### config.mk
export PLATFORM = sky130hd
export DESIGN_NAME = utci_uart_ctrl
export DESIGN_NICKNAME = d
export VERILOG_FILES = /design/src/rtl/utci_pkg.sv /design/src/rtl/utci_fifo.sv /design/src/rtl/utci_uart_ctrl.sv
export SDC_FILE = /design/constraint.sdc
export NUM_CORES = 1
export LEC_CHECK = 0
export BUFFER_PORTS_ARGS = -buffer_cell sky130_fd_sc_hd__buf_2
export CAP_MARGIN = 20
export CORE_ASPECT_RATIO = 0.75
export CORE_MARGIN = 2
export CORE_UTILIZATION = 55
export DETAILED_ROUTE_END_ITERATION = 6
export HOLD_SLACK_MARGIN = 0.15
export PLACE_DENSITY = 0.74
export SYNTH_ARGS = -nofsm -noshare
export SYNTH_HDL_FRONTEND = slang
export SYNTH_SLANG_ARGS = --single-unit
### constraint.sdc
create_clock -name ref_clk -period 2.5 [get_ports ref_clk]
set_input_delay 0.5 -clock ref_clk [delete_from_list [all_inputs] [get_ports ref_clk]]
set_output_delay 0.5 -clock ref_clk [all_outputs]
set_load 0.05 [all_outputs]
### src/rtl/utci_pkg.sv
package utci_pkg;

  // host frame layout, first bit on the wire is bit 15
  localparam logic [4:0] FRAME_BITS        = 5'h10;
  localparam logic [1:0] CMD_RD_DATA       = 2'h0;
  localparam logic [1:0] CMD_RD_CFG        = 2'h1;
  localparam logic [1:0] CMD_WR_DATA       = 2'h2;
  localparam logic [1:0] CMD_WR_CFG        = 2'h3;
  localparam int         POS_CMD_HI        = 15;
  localparam int         POS_CMD_LO        = 14;
  localparam int         POS_RX_AVAIL      = 15;
  localparam int         POS_TX_EMPTY      = 14;
  localparam int         POS_TX_EMPTY_MASK = 13;
  localparam int         POS_RX_AVAIL_MASK = 12;
  localparam int         POS_EXTRA_MASK    = 11;
  localparam int         POS_ACT_MASK      = 10;
  localparam int         POS_TWO_STOP      = 6;
  localparam int         POS_EXTRA_EN      = 5;
  localparam int         POS_INHIBIT       = 10;
  localparam int         POS_RTS           = 9;
  localparam int         POS_EXTRA         = 8;
  localparam int         POS_ACTIVITY      = 10;

  // reset values
  localparam logic [3:0] RST_MASKS         = 4'h0;
  localparam logic       RST_TWO_STOP      = 1'b0;
  localparam logic       RST_EXTRA_EN      = 1'b0;
  localparam logic       RST_RTS           = 1'b0;

  // character shape
  localparam int         DEF_BIT_CYCLES    = 16;
  localparam int         DEF_FIFO_DEPTH    = 8;
  localparam int         WORD_BITS         = 9;
  localparam logic [3:0] DATA_BITS         = 4'h8;
  localparam logic [3:0] DATA_EXTRA_BITS   = 4'h9;
  localparam logic [3:0] DATA_LAST_IDX     = 4'h7;
  localparam logic [3:0] EXTRA_IDX         = 4'h8;
  localparam logic [3:0] STOPS_ONE         = 4'h1;
  localparam logic [3:0] STOPS_TWO         = 4'h2;

  // pin synchronisers: index and idle level of each pin
  localparam int         SYNC_COUNT        = 5;
  localparam int         IDX_SCLK          = 0;
  localparam int         IDX_CS            = 1;
  localparam int         IDX_DIN           = 2;
  localparam int         IDX_RXD           = 3;
  localparam int         IDX_SHDN          = 4;
  localparam logic [4:0] SYNC_RST          = 5'h1A;

  typedef enum logic [1:0] {
    TX_IDLE  = 2'b00,
    TX_START = 2'b01,
    TX_BITS  = 2'b10,
    TX_STOP  = 2'b11
  } utci_tx_state_type;

  typedef enum logic [1:0] {
    RX_IDLE  = 2'b00,
    RX_START = 2'b01,
    RX_DATA  = 2'b10,
    RX_STOP  = 2'b11
  } utci_rx_state_type;

endpackage : utci_pkg

### src/rtl/utci_fifo.sv
module utci_fifo #(
  parameter int WIDTH = utci_pkg::WORD_BITS,
  parameter int DEPTH = utci_pkg::DEF_FIFO_DEPTH
) (
  input  wire logic             ref_clk,
  input  wire logic             rst_n,
  input  wire logic             wrValid,
  output logic                  wrReady,
  input  wire logic [WIDTH-1:0] wrData,
  output logic                  rdValid,
  input  wire logic             rdReady,
  output logic      [WIDTH-1:0] rdData
);
  localparam int PW = (DEPTH > 1) ? $clog2(DEPTH) : 1;
  localparam int CW = $clog2(DEPTH + 1);
  localparam logic [PW-1:0] LAST_PTR = PW'(DEPTH - 1);
  localparam logic [CW-1:0] FULL_CNT = CW'(DEPTH);

  logic [WIDTH-1:0] mem [DEPTH];
  logic [PW-1:0]    wrPtr_r, wrPtr_nxt;
  logic [PW-1:0]    rdPtr_r, rdPtr_nxt;
  logic [CW-1:0]    count_r, count_nxt;
  logic             doWr;
  logic             doRd;

  assign wrReady = (count_r != FULL_CNT);
  assign rdValid = (count_r != '0);
  assign rdData  = mem[rdPtr_r];
  assign doWr    = wrValid & wrReady;
  assign doRd    = rdValid & rdReady;

  always_comb begin
    wrPtr_nxt = wrPtr_r;
    rdPtr_nxt = rdPtr_r;
    count_nxt = count_r;
    if (doWr) begin
      wrPtr_nxt = (wrPtr_r == LAST_PTR) ? '0 : wrPtr_r + 1'b1;
    end
    if (doRd) begin
      rdPtr_nxt = (rdPtr_r == LAST_PTR) ? '0 : rdPtr_r + 1'b1;
    end
    if (doWr && !doRd) begin
      count_nxt = count_r + 1'b1;
    end else if (doRd && !doWr) begin
      count_nxt = count_r - 1'b1;
    end
  end

  always_ff @(posedge ref_clk or negedge rst_n) begin
    if (!rst_n) begin
      wrPtr_r <= '0;
      rdPtr_r <= '0;
      count_r <= '0;
    end else begin
      wrPtr_r <= wrPtr_nxt;
      rdPtr_r <= rdPtr_nxt;
      count_r <= count_nxt;
    end
  end

  // storage carries no reset, only pointers define content
  always_ff @(posedge ref_clk) begin
    if (doWr) begin
      mem[wrPtr_r] <= wrData;
    end
  end

endmodule : utci_fifo

### src/rtl/utci_uart_ctrl.sv
// Operation
// - one stop bit, or two when selected
// - receiver needs only one stop bit
// - two-stop select resets 0, reads back
// - transmit-empty flag high when buffer accepts
// - inhibit set: write updates request-to-send only
// - masked transmit-empty event drives interrupt low
// - data read end clears transmit-empty source
// - clearing source leaves transmit-empty flag intact
// - every data read deasserts interrupt
// - extra-bit flag shows oldest stored word
// - extra-bit interrupt from oldest word, masked
// - receive-available holds interrupt while masked on
// - receive-available clears when buffer drained
// - shutdown: activity flag, line transition sets
// - normal: bad stop sets error, good clears
// - framing error not stored with words
// - masked activity/error flag drives interrupt
// - extra bit sent as written, none computed
// - framing error returns receiver to start search
module utci_uart_ctrl #(
  parameter int BIT_CYCLES = utci_pkg::DEF_BIT_CYCLES,
  parameter int FIFO_DEPTH = utci_pkg::DEF_FIFO_DEPTH
) (
  input  wire logic ref_clk,
  input  wire logic rst_n,
  input  wire logic spiCsN,
  input  wire logic spiSclk,
  input  wire logic spiDin,
  output logic      spiDout,
  input  wire logic rxd,
  output logic      txd,
  output logic      rtsN,
  input  wire logic shutdownN,
  output logic      irqN
);
  localparam int            TW          = $clog2(BIT_CYCLES);
  localparam logic [TW-1:0] BIT_RELOAD  = TW'(BIT_CYCLES - 1);
  localparam logic [TW-1:0] HALF_RELOAD = TW'(BIT_CYCLES / 2 - 1);
  localparam int            WB          = utci_pkg::WORD_BITS;

  logic [utci_pkg::SYNC_COUNT-1:0] asyncIn, syncA_r, syncB_r, syncC_r;
  logic                            sclkRise, sclkFall, csFall, csRise, csN, din;
  logic                            rxLine, rxEdge, rxFall, shdn, shdnRise, shdnFall;

  assign asyncIn = {shutdownN, rxd, spiDin, spiCsN, spiSclk};

  // two stages per pin, third stage only for edge finding
  for (genvar i = 0; i < utci_pkg::SYNC_COUNT; i++) begin : g_sync
    always_ff @(posedge ref_clk or negedge rst_n) begin
      if (!rst_n) begin
        syncA_r[i] <= utci_pkg::SYNC_RST[i];
        syncB_r[i] <= utci_pkg::SYNC_RST[i];
        syncC_r[i] <= utci_pkg::SYNC_RST[i];
      end else begin
        syncA_r[i] <= asyncIn[i];
        syncB_r[i] <= syncA_r[i];
        syncC_r[i] <= syncB_r[i];
      end
    end
  end

  assign sclkRise = syncB_r[utci_pkg::IDX_SCLK] & ~syncC_r[utci_pkg::IDX_SCLK];
  assign sclkFall = ~syncB_r[utci_pkg::IDX_SCLK] & syncC_r[utci_pkg::IDX_SCLK];
  assign csFall   = ~syncB_r[utci_pkg::IDX_CS] & syncC_r[utci_pkg::IDX_CS];
  assign csRise   = syncB_r[utci_pkg::IDX_CS] & ~syncC_r[utci_pkg::IDX_CS];
  assign csN      = syncB_r[utci_pkg::IDX_CS];
  assign din      = syncB_r[utci_pkg::IDX_DIN];
  assign rxLine   = syncB_r[utci_pkg::IDX_RXD];
  assign rxEdge   = syncB_r[utci_pkg::IDX_RXD] ^ syncC_r[utci_pkg::IDX_RXD];
  assign rxFall   = ~syncB_r[utci_pkg::IDX_RXD] & syncC_r[utci_pkg::IDX_RXD];
  assign shdn     = ~syncB_r[utci_pkg::IDX_SHDN];
  assign shdnRise = ~syncB_r[utci_pkg::IDX_SHDN] & syncC_r[utci_pkg::IDX_SHDN];
  assign shdnFall = syncB_r[utci_pkg::IDX_SHDN] & ~syncC_r[utci_pkg::IDX_SHDN];

  // host frame, configuration and flags
  logic [4:0]    hBitCnt_r, hBitCnt_nxt;
  logic [15:0]   hShift_r, hShift_nxt;
  logic [1:0]    hCmd_r, hCmd_nxt;
  logic          dout_r, dout_nxt;
  logic [15:0]   outWord;
  logic          frameEnd, wrCfgEnd, wrDataEnd, rdDataEnd;
  logic          txEmptyMask_r, txEmptyMask_nxt, rxAvailMask_r, rxAvailMask_nxt;
  logic          extraMask_r, extraMask_nxt, actMask_r, actMask_nxt;
  logic          twoStop_r, twoStop_nxt, extraEn_r, extraEn_nxt, rts_r, rts_nxt;
  logic          txEmpty, txEmptyPrev_r, txEmptyRise, txEmptySrc_r, txEmptySrc_nxt;
  logic          actFe_r, actFe_nxt, irqN_r, irqN_nxt, irqAny, txPush;
  logic          rxValid, rxExtra, rxPush, rxReady, stopGood, stopBad;
  logic [WB-1:0] rxHead, rxWord, txPopData;
  logic          txPopValid, txPop;

  assign frameEnd  = csRise && (hBitCnt_r == utci_pkg::FRAME_BITS);
  assign wrCfgEnd  = frameEnd && (hCmd_r == utci_pkg::CMD_WR_CFG);
  assign wrDataEnd = frameEnd && (hCmd_r == utci_pkg::CMD_WR_DATA);
  assign rdDataEnd = frameEnd && (hCmd_r == utci_pkg::CMD_RD_DATA);

  assign rxExtra = rxValid & rxHead[utci_pkg::EXTRA_IDX];

  // outputs straight from flops
  assign spiDout = dout_r;
  assign irqN    = irqN_r;

  always_comb begin
    outWord = '0;
    outWord[utci_pkg::POS_RX_AVAIL] = rxValid;
    outWord[utci_pkg::POS_TX_EMPTY] = txEmpty;
    if (hCmd_r == utci_pkg::CMD_RD_CFG) begin
      outWord[utci_pkg::POS_TX_EMPTY_MASK] = txEmptyMask_r;
      outWord[utci_pkg::POS_RX_AVAIL_MASK] = rxAvailMask_r;
      outWord[utci_pkg::POS_EXTRA_MASK]    = extraMask_r;
      outWord[utci_pkg::POS_ACT_MASK]      = actMask_r;
      outWord[utci_pkg::POS_TWO_STOP]      = twoStop_r;
      outWord[utci_pkg::POS_EXTRA_EN]      = extraEn_r;
    end else if (hCmd_r == utci_pkg::CMD_RD_DATA) begin
      outWord[utci_pkg::POS_ACTIVITY] = actFe_r;
      outWord[utci_pkg::POS_EXTRA]    = rxExtra;
      outWord[7:0]                    = rxHead[7:0];
    end
  end

  always_comb begin
    hBitCnt_nxt = hBitCnt_r;
    hShift_nxt  = hShift_r;
    hCmd_nxt    = hCmd_r;
    dout_nxt    = dout_r;
    if (csFall) begin
      hBitCnt_nxt = '0;
      dout_nxt    = outWord[15];
    end else if (!csN && sclkRise && hBitCnt_r != utci_pkg::FRAME_BITS) begin
      hShift_nxt  = {hShift_r[14:0], din};
      hBitCnt_nxt = hBitCnt_r + 5'h01;
      if (hBitCnt_r == 5'h01) begin
        hCmd_nxt = {hShift_r[0], din};
      end
    end else if (!csN && sclkFall && hBitCnt_r < utci_pkg::FRAME_BITS) begin
      dout_nxt = outWord[4'hF - hBitCnt_r[3:0]];
    end
  end

  always_comb begin
    txEmptyMask_nxt = txEmptyMask_r;
    rxAvailMask_nxt = rxAvailMask_r;
    extraMask_nxt   = extraMask_r;
    actMask_nxt     = actMask_r;
    twoStop_nxt     = twoStop_r;
    extraEn_nxt     = extraEn_r;
    rts_nxt         = rts_r;
    if (wrCfgEnd) begin
      txEmptyMask_nxt = hShift_r[utci_pkg::POS_TX_EMPTY_MASK];
      rxAvailMask_nxt = hShift_r[utci_pkg::POS_RX_AVAIL_MASK];
      extraMask_nxt   = hShift_r[utci_pkg::POS_EXTRA_MASK];
      actMask_nxt     = hShift_r[utci_pkg::POS_ACT_MASK];
      twoStop_nxt     = hShift_r[utci_pkg::POS_TWO_STOP];
      extraEn_nxt     = hShift_r[utci_pkg::POS_EXTRA_EN];
    end
    if (wrDataEnd) begin
      rts_nxt = hShift_r[utci_pkg::POS_RTS];
    end
  end

  // inhibit keeps the word out of the buffer
  assign txPush = wrDataEnd && !hShift_r[utci_pkg::POS_INHIBIT];

  always_comb begin
    // read end clears, new empty event wins
    txEmptyRise    = txEmpty & ~txEmptyPrev_r;
    txEmptySrc_nxt = txEmptyRise | (txEmptySrc_r & ~rdDataEnd);
    irqAny = (txEmptyMask_r & txEmptySrc_r) | (rxAvailMask_r & rxValid)
           | (extraMask_r & rxExtra) | (actMask_r & actFe_r);
    // data read end forces interrupt off for a cycle
    irqN_nxt = rdDataEnd | ~irqAny;
  end

  always_comb begin
    actFe_nxt = actFe_r;
    // entering and leaving shutdown both clear
    if (shdnRise || shdnFall) begin
      actFe_nxt = 1'b0;
    end
    if (!shdn && stopGood) begin
      actFe_nxt = 1'b0;
    end
    // set wins; flag lives only here, never in buffer
    if ((shdn && rxEdge) || (!shdn && stopBad)) begin
      actFe_nxt = 1'b1;
    end
  end

  always_ff @(posedge ref_clk or negedge rst_n) begin
    if (!rst_n) begin
      hBitCnt_r     <= '0;
      hShift_r      <= '0;
      hCmd_r        <= utci_pkg::CMD_RD_DATA;
      dout_r        <= 1'b0;
      txEmptyMask_r <= utci_pkg::RST_MASKS[3];
      rxAvailMask_r <= utci_pkg::RST_MASKS[2];
      extraMask_r   <= utci_pkg::RST_MASKS[1];
      actMask_r     <= utci_pkg::RST_MASKS[0];
      twoStop_r     <= utci_pkg::RST_TWO_STOP;
      extraEn_r     <= utci_pkg::RST_EXTRA_EN;
      rts_r         <= utci_pkg::RST_RTS;
      txEmptyPrev_r <= 1'b1;
      txEmptySrc_r  <= 1'b0;
      actFe_r       <= 1'b0;
      irqN_r        <= 1'b1;
    end else begin
      hBitCnt_r     <= hBitCnt_nxt;
      hShift_r      <= hShift_nxt;
      hCmd_r        <= hCmd_nxt;
      dout_r        <= dout_nxt;
      txEmptyMask_r <= txEmptyMask_nxt;
      rxAvailMask_r <= rxAvailMask_nxt;
      extraMask_r   <= extraMask_nxt;
      actMask_r     <= actMask_nxt;
      twoStop_r     <= twoStop_nxt;
      extraEn_r     <= extraEn_nxt;
      rts_r         <= rts_nxt;
      txEmptyPrev_r <= txEmpty;
      txEmptySrc_r  <= txEmptySrc_nxt;
      actFe_r       <= actFe_nxt;
      irqN_r        <= irqN_nxt;
    end
  end

  // transmitter
  utci_pkg::utci_tx_state_type txState_r, txState_nxt;
  utci_pkg::utci_rx_state_type rxState_r, rxState_nxt;
  logic [TW-1:0]               txTimer_r, txTimer_nxt, rxTimer_r, rxTimer_nxt;
  logic [3:0]                  txBitIdx_r, txBitIdx_nxt, rxBitIdx_r, rxBitIdx_nxt;
  logic [WB-1:0]               txShift_r, txShift_nxt, rxShift_r, rxShift_nxt;
  logic                        txd_r, txd_nxt, rtsN_r;
  logic [3:0]                  txLastIdx, rxLastIdx, stopLast;

  assign txLastIdx = extraEn_r ? utci_pkg::EXTRA_IDX : utci_pkg::DATA_LAST_IDX;
  assign rxLastIdx = extraEn_r ? utci_pkg::EXTRA_IDX : utci_pkg::DATA_LAST_IDX;
  assign stopLast  = twoStop_r ? utci_pkg::STOPS_TWO : utci_pkg::STOPS_ONE;
  assign txd       = txd_r;
  assign rtsN      = rtsN_r;
  assign rxWord    = rxShift_r;

  // one-word buffer, flag is its free space only
  utci_fifo #(
    .WIDTH(WB),
    .DEPTH(1)
  ) i_txBuf (
    .ref_clk(ref_clk),
    .rst_n  (rst_n),
    .wrValid(txPush),
    .wrReady(txEmpty),
    .wrData (hShift_r[WB-1:0]),
    .rdValid(txPopValid),
    .rdReady(txPop),
    .rdData (txPopData)
  );

  // words leave only on data reads
  utci_fifo #(
    .WIDTH(WB),
    .DEPTH(FIFO_DEPTH)
  ) i_rxBuf (
    .ref_clk(ref_clk),
    .rst_n  (rst_n),
    .wrValid(rxPush),
    .wrReady(rxReady),
    .wrData (rxWord),
    .rdValid(rxValid),
    .rdReady(rdDataEnd),
    .rdData (rxHead)
  );

  always_comb begin
    txState_nxt  = txState_r;
    txTimer_nxt  = txTimer_r;
    txBitIdx_nxt = txBitIdx_r;
    txShift_nxt  = txShift_r;
    txd_nxt      = txd_r;
    txPop        = 1'b0;
    if (txTimer_r != '0) begin
      txTimer_nxt = txTimer_r - 1'b1;
    end
    case (txState_r)
      utci_pkg::TX_IDLE: begin
        if (txPopValid) begin
          txPop       = 1'b1;
          txShift_nxt = txPopData;
          txd_nxt     = 1'b0;
          txTimer_nxt = BIT_RELOAD;
          txState_nxt = utci_pkg::TX_START;
        end
      end
      utci_pkg::TX_START: begin
        if (txTimer_r == '0) begin
          txTimer_nxt  = BIT_RELOAD;
          txBitIdx_nxt = '0;
          txd_nxt      = txShift_r[0];
          txState_nxt  = utci_pkg::TX_BITS;
        end
      end
      utci_pkg::TX_BITS: begin
        if (txTimer_r == '0) begin
          txTimer_nxt = BIT_RELOAD;
          if (txBitIdx_r == txLastIdx) begin
            txd_nxt      = 1'b1;
            txBitIdx_nxt = utci_pkg::STOPS_ONE;
            txState_nxt  = utci_pkg::TX_STOP;
          end else begin
            txBitIdx_nxt = txBitIdx_r + 4'h1;
            txd_nxt      = txShift_r[txBitIdx_nxt];
          end
        end
      end
      utci_pkg::TX_STOP: begin
        if (txTimer_r == '0) begin
          if (txBitIdx_r != stopLast) begin
            txBitIdx_nxt = txBitIdx_r + 4'h1;
            txTimer_nxt  = BIT_RELOAD;
          end else if (txPopValid) begin
            // next word starts with no idle gap
            txPop       = 1'b1;
            txShift_nxt = txPopData;
            txd_nxt     = 1'b0;
            txTimer_nxt = BIT_RELOAD;
            txState_nxt = utci_pkg::TX_START;
          end else begin
            txState_nxt = utci_pkg::TX_IDLE;
          end
        end
      end
      default: begin
        txState_nxt = utci_pkg::TX_IDLE;
      end
    endcase
  end

  // receiver
  always_comb begin
    rxState_nxt  = rxState_r;
    rxTimer_nxt  = rxTimer_r;
    rxBitIdx_nxt = rxBitIdx_r;
    rxShift_nxt  = rxShift_r;
    rxPush       = 1'b0;
    stopGood     = 1'b0;
    stopBad      = 1'b0;
    if (rxTimer_r != '0) begin
      rxTimer_nxt = rxTimer_r - 1'b1;
    end
    case (rxState_r)
      utci_pkg::RX_IDLE: begin
        if (rxFall && !shdn) begin
          rxTimer_nxt = HALF_RELOAD;
          rxState_nxt = utci_pkg::RX_START;
        end
      end
      utci_pkg::RX_START: begin
        if (rxTimer_r == '0) begin
          if (!rxLine) begin
            rxTimer_nxt  = BIT_RELOAD;
            rxBitIdx_nxt = '0;
            rxShift_nxt  = '0;
            rxState_nxt  = utci_pkg::RX_DATA;
          end else begin
            rxState_nxt = utci_pkg::RX_IDLE;
          end
        end
      end
      utci_pkg::RX_DATA: begin
        if (rxTimer_r == '0) begin
          rxShift_nxt[rxBitIdx_r] = rxLine;
          rxTimer_nxt             = BIT_RELOAD;
          if (rxBitIdx_r == rxLastIdx) begin
            rxState_nxt = utci_pkg::RX_STOP;
          end else begin
            rxBitIdx_nxt = rxBitIdx_r + 4'h1;
          end
        end
      end
      utci_pkg::RX_STOP: begin
        if (rxTimer_r == '0) begin
          // one stop only, then hunt for start
          rxState_nxt = utci_pkg::RX_IDLE;
          if (rxLine) begin
            stopGood = 1'b1;
            // word is dropped when the buffer is full
            rxPush   = rxReady;
          end else begin
            stopBad = 1'b1;
          end
        end
      end
      default: begin
        rxState_nxt = utci_pkg::RX_IDLE;
      end
    endcase
  end

  always_ff @(posedge ref_clk or negedge rst_n) begin
    if (!rst_n) begin
      txState_r  <= utci_pkg::TX_IDLE;
      txTimer_r  <= '0;
      txBitIdx_r <= '0;
      txShift_r  <= '0;
      txd_r      <= 1'b1;
      rtsN_r     <= ~utci_pkg::RST_RTS;
      rxState_r  <= utci_pkg::RX_IDLE;
      rxTimer_r  <= '0;
      rxBitIdx_r <= '0;
      rxShift_r  <= '0;
    end else begin
      txState_r  <= txState_nxt;
      txTimer_r  <= txTimer_nxt;
      txBitIdx_r <= txBitIdx_nxt;
      txShift_r  <= txShift_nxt;
      txd_r      <= txd_nxt;
      rtsN_r     <= ~rts_nxt;
      rxState_r  <= rxState_nxt;
      rxTimer_r  <= rxTimer_nxt;
      rxBitIdx_r <= rxBitIdx_nxt;
      rxShift_r  <= rxShift_nxt;
    end
  end
endmodule : utci_uart_ctrl

==> flow_summary_export.csv <==
group,metric,value,unit
power_and_ir_drop,share_comb_of_total_power,16.6,%
detailed_routing,viasPerCell,5.91,
synth,yosys.area_share.simple,10.1,%
floorplan,ios,11,
run,max_cap_violations,0,
clocking,path_clk_slew,0.07,ns
clocking,root_buffer,"clkbuf_16",
setup_path,path_cells,"nor2_2 -> and3_4 -> and3b_2 -> nand2_4 -> nor2_4 -> inv_2 -> ha_4 -> inv_4 -> ha_4 -> a21o_1 -> a21oi_2 -> xnor2_1 -> nor2_1 -> xor2_1",
clocking,cts_tree,"built",
cells_and_area,syn_to_final_growth,15.9,%
setup_path,cpPeakStageDelay,0.40,ns
power_and_ir_drop,ir_drop,0.640,mV
outcome,status,"completed",
sta,max_freq,402,MHz
clocking,cts_buffer_depth,2,
sta,slew_viol_final,0,
synth,synth_flop_cell,"dfrtp_1",
floorplan,die_area,15700,um2
sta,relSlewSlack,51.0,%
synth,synth_top_family_by_area,"multiplexers",
setup_path,cpMaxStageDelayCell,"dfrtp_1",
synth,synth_edf_count,81,
synth,muxShareOfSynthArea,13.2,%
power_and_ir_drop,power.switching,2.09,mW
global_route,grt_pass1_vias,5166,
global_route,grt_max_degree,36,
detailed_routing,drtPass1Iterations,5,
sta,worst-slew-pin-transition,0.735,ns
worst_hold_path,hold_class,"in2reg",
synth,ys_warn_count,0,
floorplan,num_rows,38,
sta,period_share,99.5,%
power_and_ir_drop,internal_power,5.35,mW
detailed_routing,vias,5184,
floorplan,die_h,109,um
setup_path,worst-endpoint-arrival,2.84,ns
detailed_routing,routed_wl,16600,um
power_and_ir_drop,seqPwrFrac,47.5,%
clocking,clock_latency,0.44,ns
synth,synth_adder_area_share,3.82,%
global_route,antenna_found_initial,0,
cells_and_area,register_area,4900,um2
sta,rsz0062_at_grt,"true",
setup_path,required,2.86,ns
sta,setup-violations-final,0,
synth,synthCells,609,
placed_design,placedCellCount,835,
cells_and_area,multi_input_area,3060,um2
floorplan,start_util,56.0,%
setup_path,crit_type,"reg2reg",
cells_and_area,drive_gt1_share,27.3,%
synth,synth-compound-area-share,8.72,%
detailed_routing,drtAntennaViolNets,0,
cells_and_area,layout_common_cells,"dfrtp_1, edfxtp_1, buf_4, nand2_1, nor2_1",
setup_path,cp-end-kind,"register",
setup_path,worst_setup_path_start_kind,"register",
placed_design,port_buffers,10,
cells_and_area,fin_cells,877,
global_route,grt_util_all_layers,22.7,%
cells_and_area,nNetsFinal,695,
synth,synth_fp_nets,640,
synth,syn_area_per_cell,13.2,um2
sta,fin_skew,0.0205,ns
setup_path,cpMostUsedCell,"ha_4",
placed_design,dp_hpwl,11200,um
detailed_routing,drc,0,
synth,ys_types,69,
setup_path,crit_path_max_fanout,2,
synth,synth-xor-area-share,0.760,%
detailed_routing,drt_iter0_markers,562,
detailed_routing,wl_per_cell,19.0,um
sta,fin_crit,2.49,ns
global_route,grt_pass1_wl,26700,um
cells_and_area,fillers,1017,
synth,netlist_area,8070,um2
synth,synth.yosys.seq_area_share,60.8,%
power_and_ir_drop,p_leak,3.86,nW
sta,hold_viol,0,
clocking,cts_sinks,179,
cells_and_area,stdcell_area,9350,um2
cells_and_area,final_common_cell,"dfrtp_1",
synth,ys_seq_elements,179,
clocking,htreeDepth,4,
synth,async_reset_ff_share,54.7,%
clocking,cts-buffers-inserted,17,
power_and_ir_drop,swShare,28.1,%
placed_design,place_area,8580,um2
floorplan,die_x,144,um
power_and_ir_drop,p_per_area,795,nW/um2
sta,tns,0,ns
placed_design,place_congestion,0.859,
power_and_ir_drop,power.share.clock,35.9,%
floorplan,core,14400,um2
global_route,overflow,0,
cells_and_area,antennaDiodeCount,0,
## final cells by class
class / instances / share of cell area (%)
Sequential cell: 179 / 52.4
Multi-Input combinational cell: 382 / 32.8
Clock buffer: 21 / 5.15
Timing Repair Buffer: 58 / 4.64
Tap cell: 200 / 2.68
Clock inverter: 11 / 1.26
Inverter: 26 / 1.07
## final timing paths
kind,from,endpoint,slack [ns],cells past startpoint
hold reg to reg,syncA_r[4]$_DFF_PN1_,syncB_r[4]$_DFF_PN1_,0.36,0
setup reg to reg,hBitCnt_r[3]$_DFFE_PN0P_,i_rxBuf.count_r[3]$_DFFE_PN0P_,0.01,14
max in group asynchronous,rst_n,syncC_r[4]$_DFF_PN1_,1.32,3
min in group asynchronous,rst_n,txShift_r[2]$_DFFE_PN0P_,0.50,2
hold / removal,shutdownN,syncA_r[4]$_DFF_PN1_,0.16,1
setup / recovery,hBitCnt_r[3]$_DFFE_PN0P_,i_rxBuf.count_r[3]$_DFFE_PN0P_,0.01,14
## flip-flops by register name, summed over array words and instances (netlist names), 2 cells and up, named ones only
name and flops:
i_rxBuf.mem 72, syncA_r 5, syncC_r 4, i_rxBuf.wrPtr_r 3
i_txBuf.mem 9, txTimer_r 4, hCmd_r 2, rxShift_r 9
rxBitIdx_r 4, i_rxBuf.count_r 4, txBitIdx_r 4, txShift_r 9
txState_r 2, hBitCnt_r 5, hShift_r 14, syncB_r 2
rxTimer_r 4, i_rxBuf.rdPtr_r 3
## worst max-delay path: cells and delay by family, from the launching register on
family / cells / cell delay (ns)
buffers and inverters: 2 / 0.13
AOI/OAI and AO/OA: 2 / 0.31
xor gates and xnor gates: 2 / 0.26
and+or+nand+nor: 6 / 0.96
DFF: 1 / 0.40
adders and majority gates: 2 / 0.36
## per-layer routing
layer  track usage (%)  up-vias  routed length, um
met4              6.16        0                189
met1              32.6     2656               7730
met5                 0        -                  0
met2              35.4      149               7850
li1                  -     2362                  -
met3              5.45       17                865
## synthesized netlist by cell type (6+ instances only)
library cell | count | area share [%]
or3_1 | 8 | 0.62
inv_1 | 26 | 1.2
ha_1 | 23 | 3.6
nand2_1 | 45 | 2.1
nor2b_1 | 7 | 0.54
mux2_2 | 31 | 4.3
mux2i_1 | 13 | 1.6
mux2_4 | 10 | 1.9
nand3_1 | 8 | 0.50
nor3_1 | 16 | 0.99
clkbuf_1 | 11 | 0.51
a21oi_1 | 29 | 1.8
dfstp_2 | 13 | 4.2
nor2_1 | 45 | 2.1
mux4_2 | 17 | 4.7
and3_1 | 6 | 0.47
edfxtp_1 | 81 | 30
o21ai_0 | 37 | 2.3
nand2b_1 | 9 | 0.70
dfrtp_1 | 85 | 26
buf_2 | 6 | 0.37
## power groups by stage
| stage | Clock (mW) | Combinational (mW) | Sequential [mW] |
|---|---|---|---|
| 2_1_floorplan | 0 | 0.754 | 3.54 |
| 3_3_place_gp | 0 | 1.06 | 3.54 |
| 3_5_place_dp | 0 | 1.12 | 3.56 |
| 4_1_cts | 2.72 | 1.19 | 3.52 |
| 5_1_grt | 2.83 | 1.37 | 3.56 |
| 6_report | 2.67 | 1.23 | 3.54 |
## through the flow
| step | util (%) | setup WS [ns] | hold slack, ns | power [mW] |
|---|---|---|---|---|
| 4_1_cts | 64.2 | 0.0104 | 0.151 | 7.43 |
| 2_1_floorplan | - | 0.00581 | 0.204 | 4.29 |
| 3_3_place_gp | 59.6 | 0.0336 | 0.344 | 4.60 |
| 5_1_grt | 64.9 | -0.0736 | 0.156 | 7.76 |
| 3_5_place_dp | 59.6 | -0.111 | 0.341 | 4.68 |
| 6_report | 64.9 | 0.0114 | 0.162 | 7.44 |
## cells by family after synthesis
group           Yosys count
compound gates          113
xor+xnor                  7
fa+ha+maj                24
buf+inv                  48
flops                   179
mux                      73
simple gates            165
## repair_timing
item | 4_1_cts | 5_1_grt
endpoints found under the hold margin | 18 | 1
setup endpoints to repair | 1 | 7
gates resized for setup | 9 | 11
setup buffers | 2 | 6
hold buffers | 1 | 1
pin swaps | 5 | 11
No activity file was read; power rests on OpenSTA's default activity.
